`config.mk`:
```
export PLATFORM = sky130hd
export DESIGN_NAME = vbi_line_type_ctrl
export DESIGN_NICKNAME = d
export VERILOG_FILES = /design/src/include/vbi_line_pkg.sv /design/src/logic/vbi_line_type_ctrl.sv
export SDC_FILE = /design/constraint.sdc
export NUM_CORES = 1
export LEC_CHECK = 0
export ABC_AREA = 1
export BUFFER_PORTS_ARGS = -buffer_cell sky130_fd_sc_hd__buf_2
export CAP_MARGIN = 20
export CORE_AREA = 2 2 234 236
export CTS_CLUSTER_SIZE = 30
export DETAILED_ROUTE_END_ITERATION = 6
export DIE_AREA = 0 0 236 238
export GPL_ROUTABILITY_DRIVEN = 0
export PLACE_DENSITY = 0.42
export SYNTH_ARGS = -nofsm -noshare
export SYNTH_HDL_FRONTEND = slang
export SYNTH_SLANG_ARGS = --single-unit
export TNS_END_PERCENT = 50
```
`constraint.sdc`:
```
create_clock -name clk -period 6.8 [get_ports clk]
set_input_delay 0.68 -clock clk [delete_from_list [all_inputs] [get_ports clk]]
set_output_delay 0.68 -clock clk [all_outputs]
set_load 0.02 [all_outputs]
```
`src/include/vbi_line_pkg.sv`:
```
// constants and types for the per-line data type control block
// Functional notes
// - each line requests 4:2:2 video or raw samples for expansion port, scaler, slicer.
// - one line type register per early vertical-interval line selects that line's type.
// - the last line type register covers every remaining line of the field.
// - upper nibble codes the first (odd) field, lower nibble the second (even).
// - 9-bit vertical line offset, top bit 5BH bit 4, low byte at 5AH.
// - field offset bit 5BH bit 7 and adjust bit 5BH bit 5 shift the mapping.
// - 60 Hz with offset 0x06 gives slicer the old field id; 0x03 is consistent.
// - codes 0000 and 1111 acquire nothing and deliver 4:2:2 active video.
// - code 1101 decodes nothing but still delivers raw samples.
// - code 1110 is a test mode without acquisition; output format reserved.
// - 50 Hz codes select listed VBI services with raw output; 0011, 1000 reserved.
// - codes 1010 and 1011 select open slicing at 5 and 5.7272 MHz, raw output.
// - codes 1001 and 1100 are reserved in both standards.
// - comb filter bypassed on every VBI or raw data line.
// - chrominance line delay disabled on every VBI or raw data line.
package vbi_line_pkg;
    // register map, byte offsets on the 8-bit subaddress port
    localparam logic [7:0] OFS_LINE_SEL_FIRST = 8'h41;
    localparam logic [7:0] OFS_LINE_SEL_LAST = 8'h56;
    localparam logic [7:0] OFS_LINE_SEL_REST = 8'h57;
    localparam logic [7:0] OFS_VERTICAL_LINE_OFFSET_LOW = 8'h5a;
    localparam logic [7:0] OFS_OFFSET_CTRL = 8'h5b;
    localparam logic [7:0] OFS_FILTER_CTRL = 8'h5c;
    localparam logic [7:0] OFS_STATUS = 8'h5d;
    // first and last individually controlled register index
    localparam int IDX_FIRST = 2;
    localparam int IDX_LAST = 23;
    localparam int NUM_LINE_SEL = 22;
    // fields of the offset control register
    localparam int BIT_VERTICAL_LINE_OFFSET_MSB = 4;
    localparam int BIT_LINE_ADJ = 5;
    localparam int BIT_FIELD_OFS = 7;
    // fields of the filter control register
    localparam int BIT_LUMA_COMB = 0;
    localparam int BIT_CHROMA_DLY = 1;
    // nibble positions in a line type register
    localparam int NIB_FIELD1_LSB = 4;
    localparam int NIB_FIELD2_LSB = 0;
    // reset values
    localparam logic [7:0] RST_LINE_SEL = 8'h00;
    localparam logic [7:0] RST_VERTICAL_LINE_OFFSET_LOW = 8'h03;
    localparam logic [7:0] RST_OFFSET_CTRL = 8'h00;
    localparam logic [7:0] RST_FILTER_CTRL = 8'h01;
    // offset that makes the 60 Hz slicer see the previous field id
    localparam logic [8:0] VERTICAL_LINE_OFFSET_OLD_FID = 9'h006;
    // line codes
    localparam logic [3:0] CODE_ACTIVE_LO = 4'h0;
    localparam logic [3:0] CODE_RSVD_A = 4'h9;
    localparam logic [3:0] CODE_OPEN_5M = 4'ha;
    localparam logic [3:0] CODE_OPEN_5M7 = 4'hb;
    localparam logic [3:0] CODE_RSVD_B = 4'hc;
    localparam logic [3:0] CODE_RAW_ONLY = 4'hd;
    localparam logic [3:0] CODE_TEST = 4'he;
    localparam logic [3:0] CODE_ACTIVE_HI = 4'hf;
    localparam logic [3:0] CODE_50_RSVD_A = 4'h3;
    localparam logic [3:0] CODE_60_LAST_SVC = 4'h8;
    // raw samples carry a neutral chroma byte
    localparam logic [7:0] CHROMA_NEUTRAL = 8'h80;
    // decoder output format of a line
    typedef enum logic [1:0] {
        FMT_YUV422,
        FMT_RAW,
        FMT_RESERVED
    } fmt_e;
endpackage : vbi_line_pkg

```
`src/logic/vbi_line_type_ctrl.sv`:
```
// per-line data type control of the decoder output formatter
//
// Strobed register access was left to the implementer.
`timescale 1ns/10ps
module vbi_line_type_ctrl #(
    parameter int LINE_CNT_W = 10
) (
    input wire logic clk,
    input wire logic rstn,
    // register port
    input wire logic [7:0] reg_addr,
    input wire logic [7:0] reg_wdata,
    input wire logic reg_wr,
    input wire logic reg_rd,
    output logic [7:0] reg_rdata,
    // decoder timing
    input wire logic line_start,
    input wire logic field_start,
    input wire logic field_id,
    input wire logic std_60hz,
    // decoder data
    input wire logic pix_valid,
    input wire logic [15:0] yuv_data,
    input wire logic [7:0] raw_data,
    // formatted stream to expansion port, scaler and slicer
    output logic [15:0] fmt_data,
    output logic fmt_valid,
    output logic fmt_is_raw,
    output logic fmt_reserved,
    output logic [3:0] slicer_code,
    output logic slicer_acquire,
    output logic slicer_field_id,
    // decoder filter controls
    output logic luma_comb_enable,
    output logic chroma_delay_off
);

    // every line type register except the rest one packed side by side, one byte each
    localparam int NUM_LINE_SEL_W = vbi_line_pkg::NUM_LINE_SEL * 8;

    typedef struct packed {
        logic [NUM_LINE_SEL_W-1:0] line_sel;
        logic [7:0] rest_sel;
        logic [7:0] vertical_line_offset_low;
        logic [7:0] offset_ctrl;
        logic [7:0] filter_ctrl;
        logic [7:0] rdata;
        logic [LINE_CNT_W-1:0] line_cnt;
        logic cur_field;
        logic prev_field;
        logic [3:0] code;
        logic [4:0] cur_idx;
        logic slicer_fid;
        logic [15:0] data;
        logic valid;
        logic is_raw;
        logic reserved;
        logic acquire;
        logic vbi_line;
    } state_s;

    state_s st_ff;
    state_s nxt_st;

    // decode a 4-bit line code into its output format for the current standard
    function automatic vbi_line_pkg::fmt_e code_fmt(input logic [3:0] c, input logic s60);
        vbi_line_pkg::fmt_e f;
        f = vbi_line_pkg::FMT_RAW;
        case (c)
            vbi_line_pkg::CODE_ACTIVE_LO,
            vbi_line_pkg::CODE_ACTIVE_HI: f = vbi_line_pkg::FMT_YUV422;
            vbi_line_pkg::CODE_RSVD_A,
            vbi_line_pkg::CODE_RSVD_B: f = vbi_line_pkg::FMT_RESERVED;
            vbi_line_pkg::CODE_TEST: f = vbi_line_pkg::FMT_RESERVED;
            vbi_line_pkg::CODE_RAW_ONLY: f = vbi_line_pkg::FMT_RAW;
            vbi_line_pkg::CODE_OPEN_5M,
            vbi_line_pkg::CODE_OPEN_5M7: f = vbi_line_pkg::FMT_RAW;
            vbi_line_pkg::CODE_50_RSVD_A,
            vbi_line_pkg::CODE_60_LAST_SVC: begin
                // service on 60 Hz, reserved on 50 Hz
                f = s60 ? vbi_line_pkg::FMT_RAW : vbi_line_pkg::FMT_RESERVED;
            end
            default: f = vbi_line_pkg::FMT_RAW;
        endcase
        return f;
    endfunction : code_fmt

    // slicer acquires only on codes naming a service or an open slicing mode
    function automatic logic code_acquire(input logic [3:0] c, input logic s60);
        logic a;
        a = 1'b0;
        case (code_fmt(c, s60))
            vbi_line_pkg::FMT_RAW: a = (c != vbi_line_pkg::CODE_RAW_ONLY);
            vbi_line_pkg::FMT_YUV422: a = 1'b0;
            vbi_line_pkg::FMT_RESERVED: a = 1'b0;
            default: a = 1'b0;
        endcase
        return a;
    endfunction : code_acquire

    // pick the nibble of a line type register for the given field
    function automatic logic [3:0] field_nibble(input logic [7:0] r, input logic second);
        logic [3:0] n;
        n = second ? r[vbi_line_pkg::NIB_FIELD2_LSB +: 4]
                   : r[vbi_line_pkg::NIB_FIELD1_LSB +: 4];
        return n;
    endfunction : field_nibble

    // register index decode shared by write and read paths
    function automatic logic is_line_sel(input logic [7:0] a);
        return (a >= vbi_line_pkg::OFS_LINE_SEL_FIRST) && (a <= vbi_line_pkg::OFS_LINE_SEL_LAST);
    endfunction : is_line_sel

    // working signals of the next-state logic
    logic [8:0] vertical_line_offset;
    logic [11:0] idx_calc;
    logic [4:0] sel_idx;
    logic use_rest;
    logic [7:0] sel_reg;
    logic [3:0] new_code;
    logic [4:0] wr_slot;
    logic [4:0] rd_slot;
    vbi_line_pkg::fmt_e cur_fmt;
    logic nxt_field;
    logic [LINE_CNT_W-1:0] cnt_now;

    // field flag that applies to the line now starting
    assign nxt_field = field_start ? field_id : st_ff.cur_field;

    // count of the line now starting: zero on the field's first line, saturating after
    assign cnt_now = field_start ? '0
                   : ((&st_ff.line_cnt) ? st_ff.line_cnt : st_ff.line_cnt + 1'b1);

    // full 9-bit offset from both registers
    assign vertical_line_offset = {st_ff.offset_ctrl[vbi_line_pkg::BIT_VERTICAL_LINE_OFFSET_MSB], st_ff.vertical_line_offset_low};

    // map the counted line to a register index; out of range falls to the rest register
    always_comb begin
        logic [11:0] base;
        base = 12'(cnt_now) + 12'(vbi_line_pkg::IDX_FIRST);
        // second field shifts one line later when the field offset is set
        if (nxt_field && st_ff.offset_ctrl[vbi_line_pkg::BIT_FIELD_OFS]) begin
            base = base - 12'h001;
        end
        // adjust bit moves the second field grid one line earlier
        if (nxt_field && st_ff.offset_ctrl[vbi_line_pkg::BIT_LINE_ADJ]) begin
            base = base + 12'h001;
        end
        idx_calc = base - 12'(vertical_line_offset);
        use_rest = (base < 12'(vertical_line_offset) + 12'(vbi_line_pkg::IDX_FIRST))
                || (idx_calc > 12'(vbi_line_pkg::IDX_LAST));
        sel_idx = use_rest ? 5'h00 : 5'(idx_calc - 12'(vbi_line_pkg::IDX_FIRST));
    end

    // one register per early line, the rest register otherwise
    assign sel_reg = use_rest ? st_ff.rest_sel : st_ff.line_sel[sel_idx*8 +: 8];
    assign new_code = field_nibble(sel_reg, nxt_field);

    assign wr_slot = 5'(reg_addr - vbi_line_pkg::OFS_LINE_SEL_FIRST);
    assign rd_slot = wr_slot;
    assign cur_fmt = code_fmt(st_ff.code, std_60hz);

    // next state: register writes, read data, line sampling and data path
    always_comb begin
        nxt_st = st_ff;
        // register writes
        if (reg_wr) begin
            if (is_line_sel(reg_addr)) begin
                nxt_st.line_sel[wr_slot*8 +: 8] = reg_wdata;
            end
            case (reg_addr)
                vbi_line_pkg::OFS_LINE_SEL_REST: nxt_st.rest_sel = reg_wdata;
                vbi_line_pkg::OFS_VERTICAL_LINE_OFFSET_LOW: nxt_st.vertical_line_offset_low = reg_wdata;
                vbi_line_pkg::OFS_OFFSET_CTRL: nxt_st.offset_ctrl = reg_wdata;
                vbi_line_pkg::OFS_FILTER_CTRL: nxt_st.filter_ctrl = reg_wdata;
                default: ;
            endcase
        end
        // read data stands only in the cycle after the strobe; unmapped reads give zero
        nxt_st.rdata = 8'h00;
        if (reg_rd) begin
            if (is_line_sel(reg_addr)) begin
                nxt_st.rdata = st_ff.line_sel[rd_slot*8 +: 8];
            end else begin
                case (reg_addr)
                    vbi_line_pkg::OFS_LINE_SEL_REST: nxt_st.rdata = st_ff.rest_sel;
                    vbi_line_pkg::OFS_VERTICAL_LINE_OFFSET_LOW: nxt_st.rdata = st_ff.vertical_line_offset_low;
                    vbi_line_pkg::OFS_OFFSET_CTRL: nxt_st.rdata = st_ff.offset_ctrl;
                    vbi_line_pkg::OFS_FILTER_CTRL: nxt_st.rdata = st_ff.filter_ctrl;
                    vbi_line_pkg::OFS_STATUS: nxt_st.rdata = {st_ff.code, st_ff.acquire,
                        st_ff.vbi_line, st_ff.slicer_fid, st_ff.cur_field};
                    default: nxt_st.rdata = 8'h00;
                endcase
            end
        end
        // field start restarts the line count and remembers the old field id
        if (field_start) begin
            nxt_st.prev_field = st_ff.cur_field;
            nxt_st.cur_field = field_id;
            nxt_st.line_cnt = '0;
        end
        // sample the code once per line so only a std_60hz change can move the format mid-line
        if (line_start) begin
            nxt_st.code = new_code;
            nxt_st.cur_idx = use_rest ? 5'(vbi_line_pkg::IDX_LAST + 1) : 5'(idx_calc);
            nxt_st.acquire = code_acquire(new_code, std_60hz);
            nxt_st.vbi_line = code_fmt(new_code, std_60hz) != vbi_line_pkg::FMT_YUV422;
            // 60 Hz grid at offset 06h keeps the slicer on the old field id
            if (std_60hz && vertical_line_offset == vbi_line_pkg::VERTICAL_LINE_OFFSET_OLD_FID) begin
                nxt_st.slicer_fid = field_start ? st_ff.cur_field : st_ff.prev_field;
            end else begin
                nxt_st.slicer_fid = nxt_field;
            end
            nxt_st.line_cnt = cnt_now;
        end
        // one formatted stream feeds expansion port, scaler and slicer alike
        nxt_st.valid = pix_valid;
        if (pix_valid) begin
            case (cur_fmt)
                vbi_line_pkg::FMT_YUV422: begin
                    nxt_st.data = yuv_data;
                    nxt_st.is_raw = 1'b0;
                    nxt_st.reserved = 1'b0;
                end
                vbi_line_pkg::FMT_RAW: begin
                    nxt_st.data = {raw_data, vbi_line_pkg::CHROMA_NEUTRAL};
                    nxt_st.is_raw = 1'b1;
                    nxt_st.reserved = 1'b0;
                end
                vbi_line_pkg::FMT_RESERVED: begin
                    // undefined format: pass raw samples but flag them
                    nxt_st.data = {raw_data, vbi_line_pkg::CHROMA_NEUTRAL};
                    nxt_st.is_raw = 1'b1;
                    nxt_st.reserved = 1'b1;
                end
                default: begin
                    nxt_st.data = 16'h0000;
                    nxt_st.is_raw = 1'b0;
                    nxt_st.reserved = 1'b1;
                end
            endcase
        end
    end

    // single state register; synchronous active-low reset
    always_ff @(posedge clk) begin
        if (!rstn) begin
            st_ff <= '0;
            st_ff.line_sel <= {vbi_line_pkg::NUM_LINE_SEL{vbi_line_pkg::RST_LINE_SEL}};
            st_ff.rest_sel <= vbi_line_pkg::RST_LINE_SEL;
            st_ff.vertical_line_offset_low <= vbi_line_pkg::RST_VERTICAL_LINE_OFFSET_LOW;
            st_ff.offset_ctrl <= vbi_line_pkg::RST_OFFSET_CTRL;
            st_ff.filter_ctrl <= vbi_line_pkg::RST_FILTER_CTRL;
        end else begin
            st_ff <= nxt_st;
        end
    end

    // outputs
    assign reg_rdata = st_ff.rdata;
    assign fmt_data = st_ff.data;
    assign fmt_valid = st_ff.valid;
    assign fmt_is_raw = st_ff.is_raw;
    assign fmt_reserved = st_ff.reserved;
    assign slicer_code = st_ff.code;
    assign slicer_acquire = st_ff.acquire;
    assign slicer_field_id = st_ff.slicer_fid;
    // data lines must not be comb filtered nor delayed across lines
    assign luma_comb_enable = st_ff.filter_ctrl[vbi_line_pkg::BIT_LUMA_COMB]
                           && !st_ff.vbi_line;
    assign chroma_delay_off = st_ff.filter_ctrl[vbi_line_pkg::BIT_CHROMA_DLY]
                           || st_ff.vbi_line;

endmodule : vbi_line_type_ctrl

```
==> flow_summary_export.csv <==
group,metric,value,unit
clock_tree,tritoncts,"done",
drt,drt_wl_total,74510,um
sta,min_period,6.325,ns
power,vdd_ir_drop_max,130.5,uV
clock_tree,clk_pin_slew,0.06,ns
synthesis,yosysWarnings,0,
drt,drtPass1Iterations,5,
floorplan,floorplan.io_pins,84,
critical_path,cp.arrival,6.74,ns
sta,slew_viol_final,0,
drt,avgViaCountPerCell,5.415,
critical_path,worst-r2r-cell-count,44,
drt,wl_met3,6237,um
clock_tree,cts_made_buffers,35,
synthesis,synth.ff_latch_count,254,
critical_path,critPathRequiredTime,7.22,ns
global_route,first_global_vias,16031,
synthesis,seq_area_frac_synth,0.3183,
placement,portBuffers,83,
synthesis,yosysTopAreaCell,"dfxtp_1",
critical_path,r2r_slack,0.47,ns
clock_tree,clockBufferDepth,3,
sta,setup_viol,0,
critical_path,crit_fanout,25,
synthesis,synth_cells,2506,
placement,dp.cells,3166,
drt,drc,0,
critical_path,cp_common_cell,"nand3_1",
placement,dp_slack,0.05962,ns
synthesis,synthTopCellsByCount,"454 x nand2_1, 305 x nand3_1, 298 x a21oi_1, 288 x o21ai_0, 255 x inv_1",
final_layout,final_layout_size_suffix_gt1_frac,0.1133,
final_layout,fin_util,0.3434,
drt,post_drt_wl_per_cell,22.95,um
sta,tightest_slew,1.081,ns
final_layout,antenna_cells,0,
power,power_leakage,7.399,nW
sta,tns,0,ns
synthesis,syn-num-nets,2589,
drt,drt_iter0_drc,1862,
worst_hold_path,whs_path_depth,3,
synthesis,synthFlopType,"dfxtp_1",
sta,max_freq,0.1581,GHz
critical_path,criticalPathCategory,"flop to flop",
power,power,3.840,mW
critical_path,r2r-end,"slicer_acquire$_SDFFE_PN0P_",
global_route,grt_max_degree,103,
drt,wl_met2,31970,um
sta,hold_viol_final,0,
synthesis,yosysUniqueCellTypes,51,
synthesis,syn_area_per_cell,6.374,sq um
synthesis,ys_top_cells_by_area,"dfxtp_1 32%, nand2_1 11%, nand3_1 9.6%",
sta,whs,0.3665,ns
floorplan,core-area,53500,sq um
final_layout,multi_input_area,9199,sq um
final_layout,final-seq-area,5085,sq um
sta,finalCritPeriodShare,0.9302,
critical_path,cp_slowest_cell,"dfxtp_1",
worst_hold_path,min_to,"fmt_valid$_SDFF_PN0_",
sta,postLayoutSetupSlackWorst,0.4749,ns
synthesis,synth.cell_area,15970,sq um
global_route,grt_overflow,0,
final_layout,nets,2612,
clock_tree,htreeDepth,2,
final_layout,fill_cells,5865,
floorplan,die_w,236,um
final_layout,final_area,18370,sq um
power,pwr_density_cell,209.0,nW/um^2
synthesis,synthArstFlopShare,0,
clock_tree,cts_root_buffer,"clkbuf_16",
placement,dp_hpwl,54210,um
critical_path,critPathBufInv,5,
final_layout,fin_cells,3247,
global_route,antenna_found_initial,1,
synthesis,yosysMostFrequentCell,"nand2_1",
final_layout,area_growth,15.00,%
drt,dr.max_layer_used,"met4",
floorplan,die-height,238,um
sta,maxSlewHeadroom,0.2766,
synthesis,synth_edf_count,0,
drt,drtAntennaViolNets,0,
floorplan,row_count,85,
clock_tree,cts-hold-fix-buffers,0,
clock_tree,clk_latency,0.57,ns
critical_path,endpoint_kind,"flop",
status,status,"completed",
synthesis,synth_top_area_frac,0.3183,
clock_tree,clock_sinks,254,
drt,wl_met1,33750,um
critical_path,cp-start-kind,"flop",
job,maxCapViolCount,0,
drt,vias,17582,
global_route,grt_pass1_wl,107400,um
worst_hold_path,hold_class,"primary input to flop",
placement,place_area,16880,sq um
critical_path,path_delay_family,"simple AND/OR/NAND/NOR gates",
worst_hold_path,min_from,"pix_valid",
floorplan,dieArea,56170,sq um
global_route,track_usage,0.2550,
floorplan,start_util,0.2986,
critical_path,timing.rr.start,"st_ff[33]$_SDFFE_PN0P_",
critical_path,critPathMaxStageDelay,0.33,ns
sta,fin_worst_skew,0.02464,ns
per-layer routing:
metal	GRT usage	up-vias
met5	0	-
met4	0.07952	0
met3	0.05298	132
met2	0.3954	723
met1	0.3534	8292
li1	-	8435
cell usage in the layout (no fill, tap or decap), types with 13 or more instances in the layout:
cell type / count
inv_2: 13
o22ai_1: 15
nor3_1: 18
ha_1: 29
buf_2: 81
o21ai_0: 286
nand2_2: 16
a21oi_1: 296
nand2_1: 454
nand3b_1: 14
clkbuf_16: 38
nor2_1: 193
inv_1: 254
buf_4: 60
nand3_1: 303
nand4_1: 23
dfxtp_1: 254
logic make-up after synthesis:
family | synth area share
compound gates | 0.2273
xor+xnor | 0.01151
fa+ha+maj | 0.02757
buf+inv | 0.1152
flops | 0.3183
simple gates | 0.3001
registers in the layout (all words and copies together), names as in the netlist:
signal,flops
fmt_data,16
fmt_is_raw,1
fmt_reserved,1
fmt_valid,1
reg_rdata,8
slicer_acquire,1
slicer_code,4
slicer_field_id,1
st_ff,221
tightest hold or removal path, cell delays in order:
cell and delay [ns]:
buf_2 0.12, nand2_1 0.05, inv_1 0.04
worst max-delay path by stage:
stage / start / endpoint / slack, ns / cells past startpoint
global route: st_ff[33]$_SDFFE_PN0P_ / slicer_acquire$_SDFFE_PN0P_ / -0.01 / 46
floorplan: st_ff[33]$_SDFFE_PN0P_ / slicer_acquire$_SDFFE_PN0P_ / 1.17 / 47
global placement: st_ff[33]$_SDFFE_PN0P_ / slicer_acquire$_SDFFE_PN0P_ / 0.19 / 48
detailed placement: st_ff[33]$_SDFFE_PN0P_ / slicer_acquire$_SDFFE_PN0P_ / 0.06 / 48
finish: st_ff[33]$_SDFFE_PN0P_ / slicer_acquire$_SDFFE_PN0P_ / 0.47 / 44
CTS: st_ff[33]$_SDFFE_PN0P_ / slicer_acquire$_SDFFE_PN0P_ / 0.02 / 48
timing repair:
item / in CTS / in global routing
setup endpoints to repair: 0 / 6
resized for setup: 0 / 38
setup buffers: 0 / 16
power breakdown:
| part | internal [mW] | switching (mW) |
|---|---|---|
| registers | 1.50 | 0.0116 |
| logic | 0.121 | 0.401 |
| clock network | 1.05 | 0.752 |
| total | 2.68 | 1.16 |
area by class of cell:
class	instances	share of cell area
multi-input cells	1808	0.5007
repair buffers	152	0.05864
flip-flops and latches	254	0.2768
inverters	278	0.05708
clock buffers	46	0.05326
well taps	696	0.04741
clock inverters	13	0.006062
Note: power is estimated with default switching activity, not from simulation.
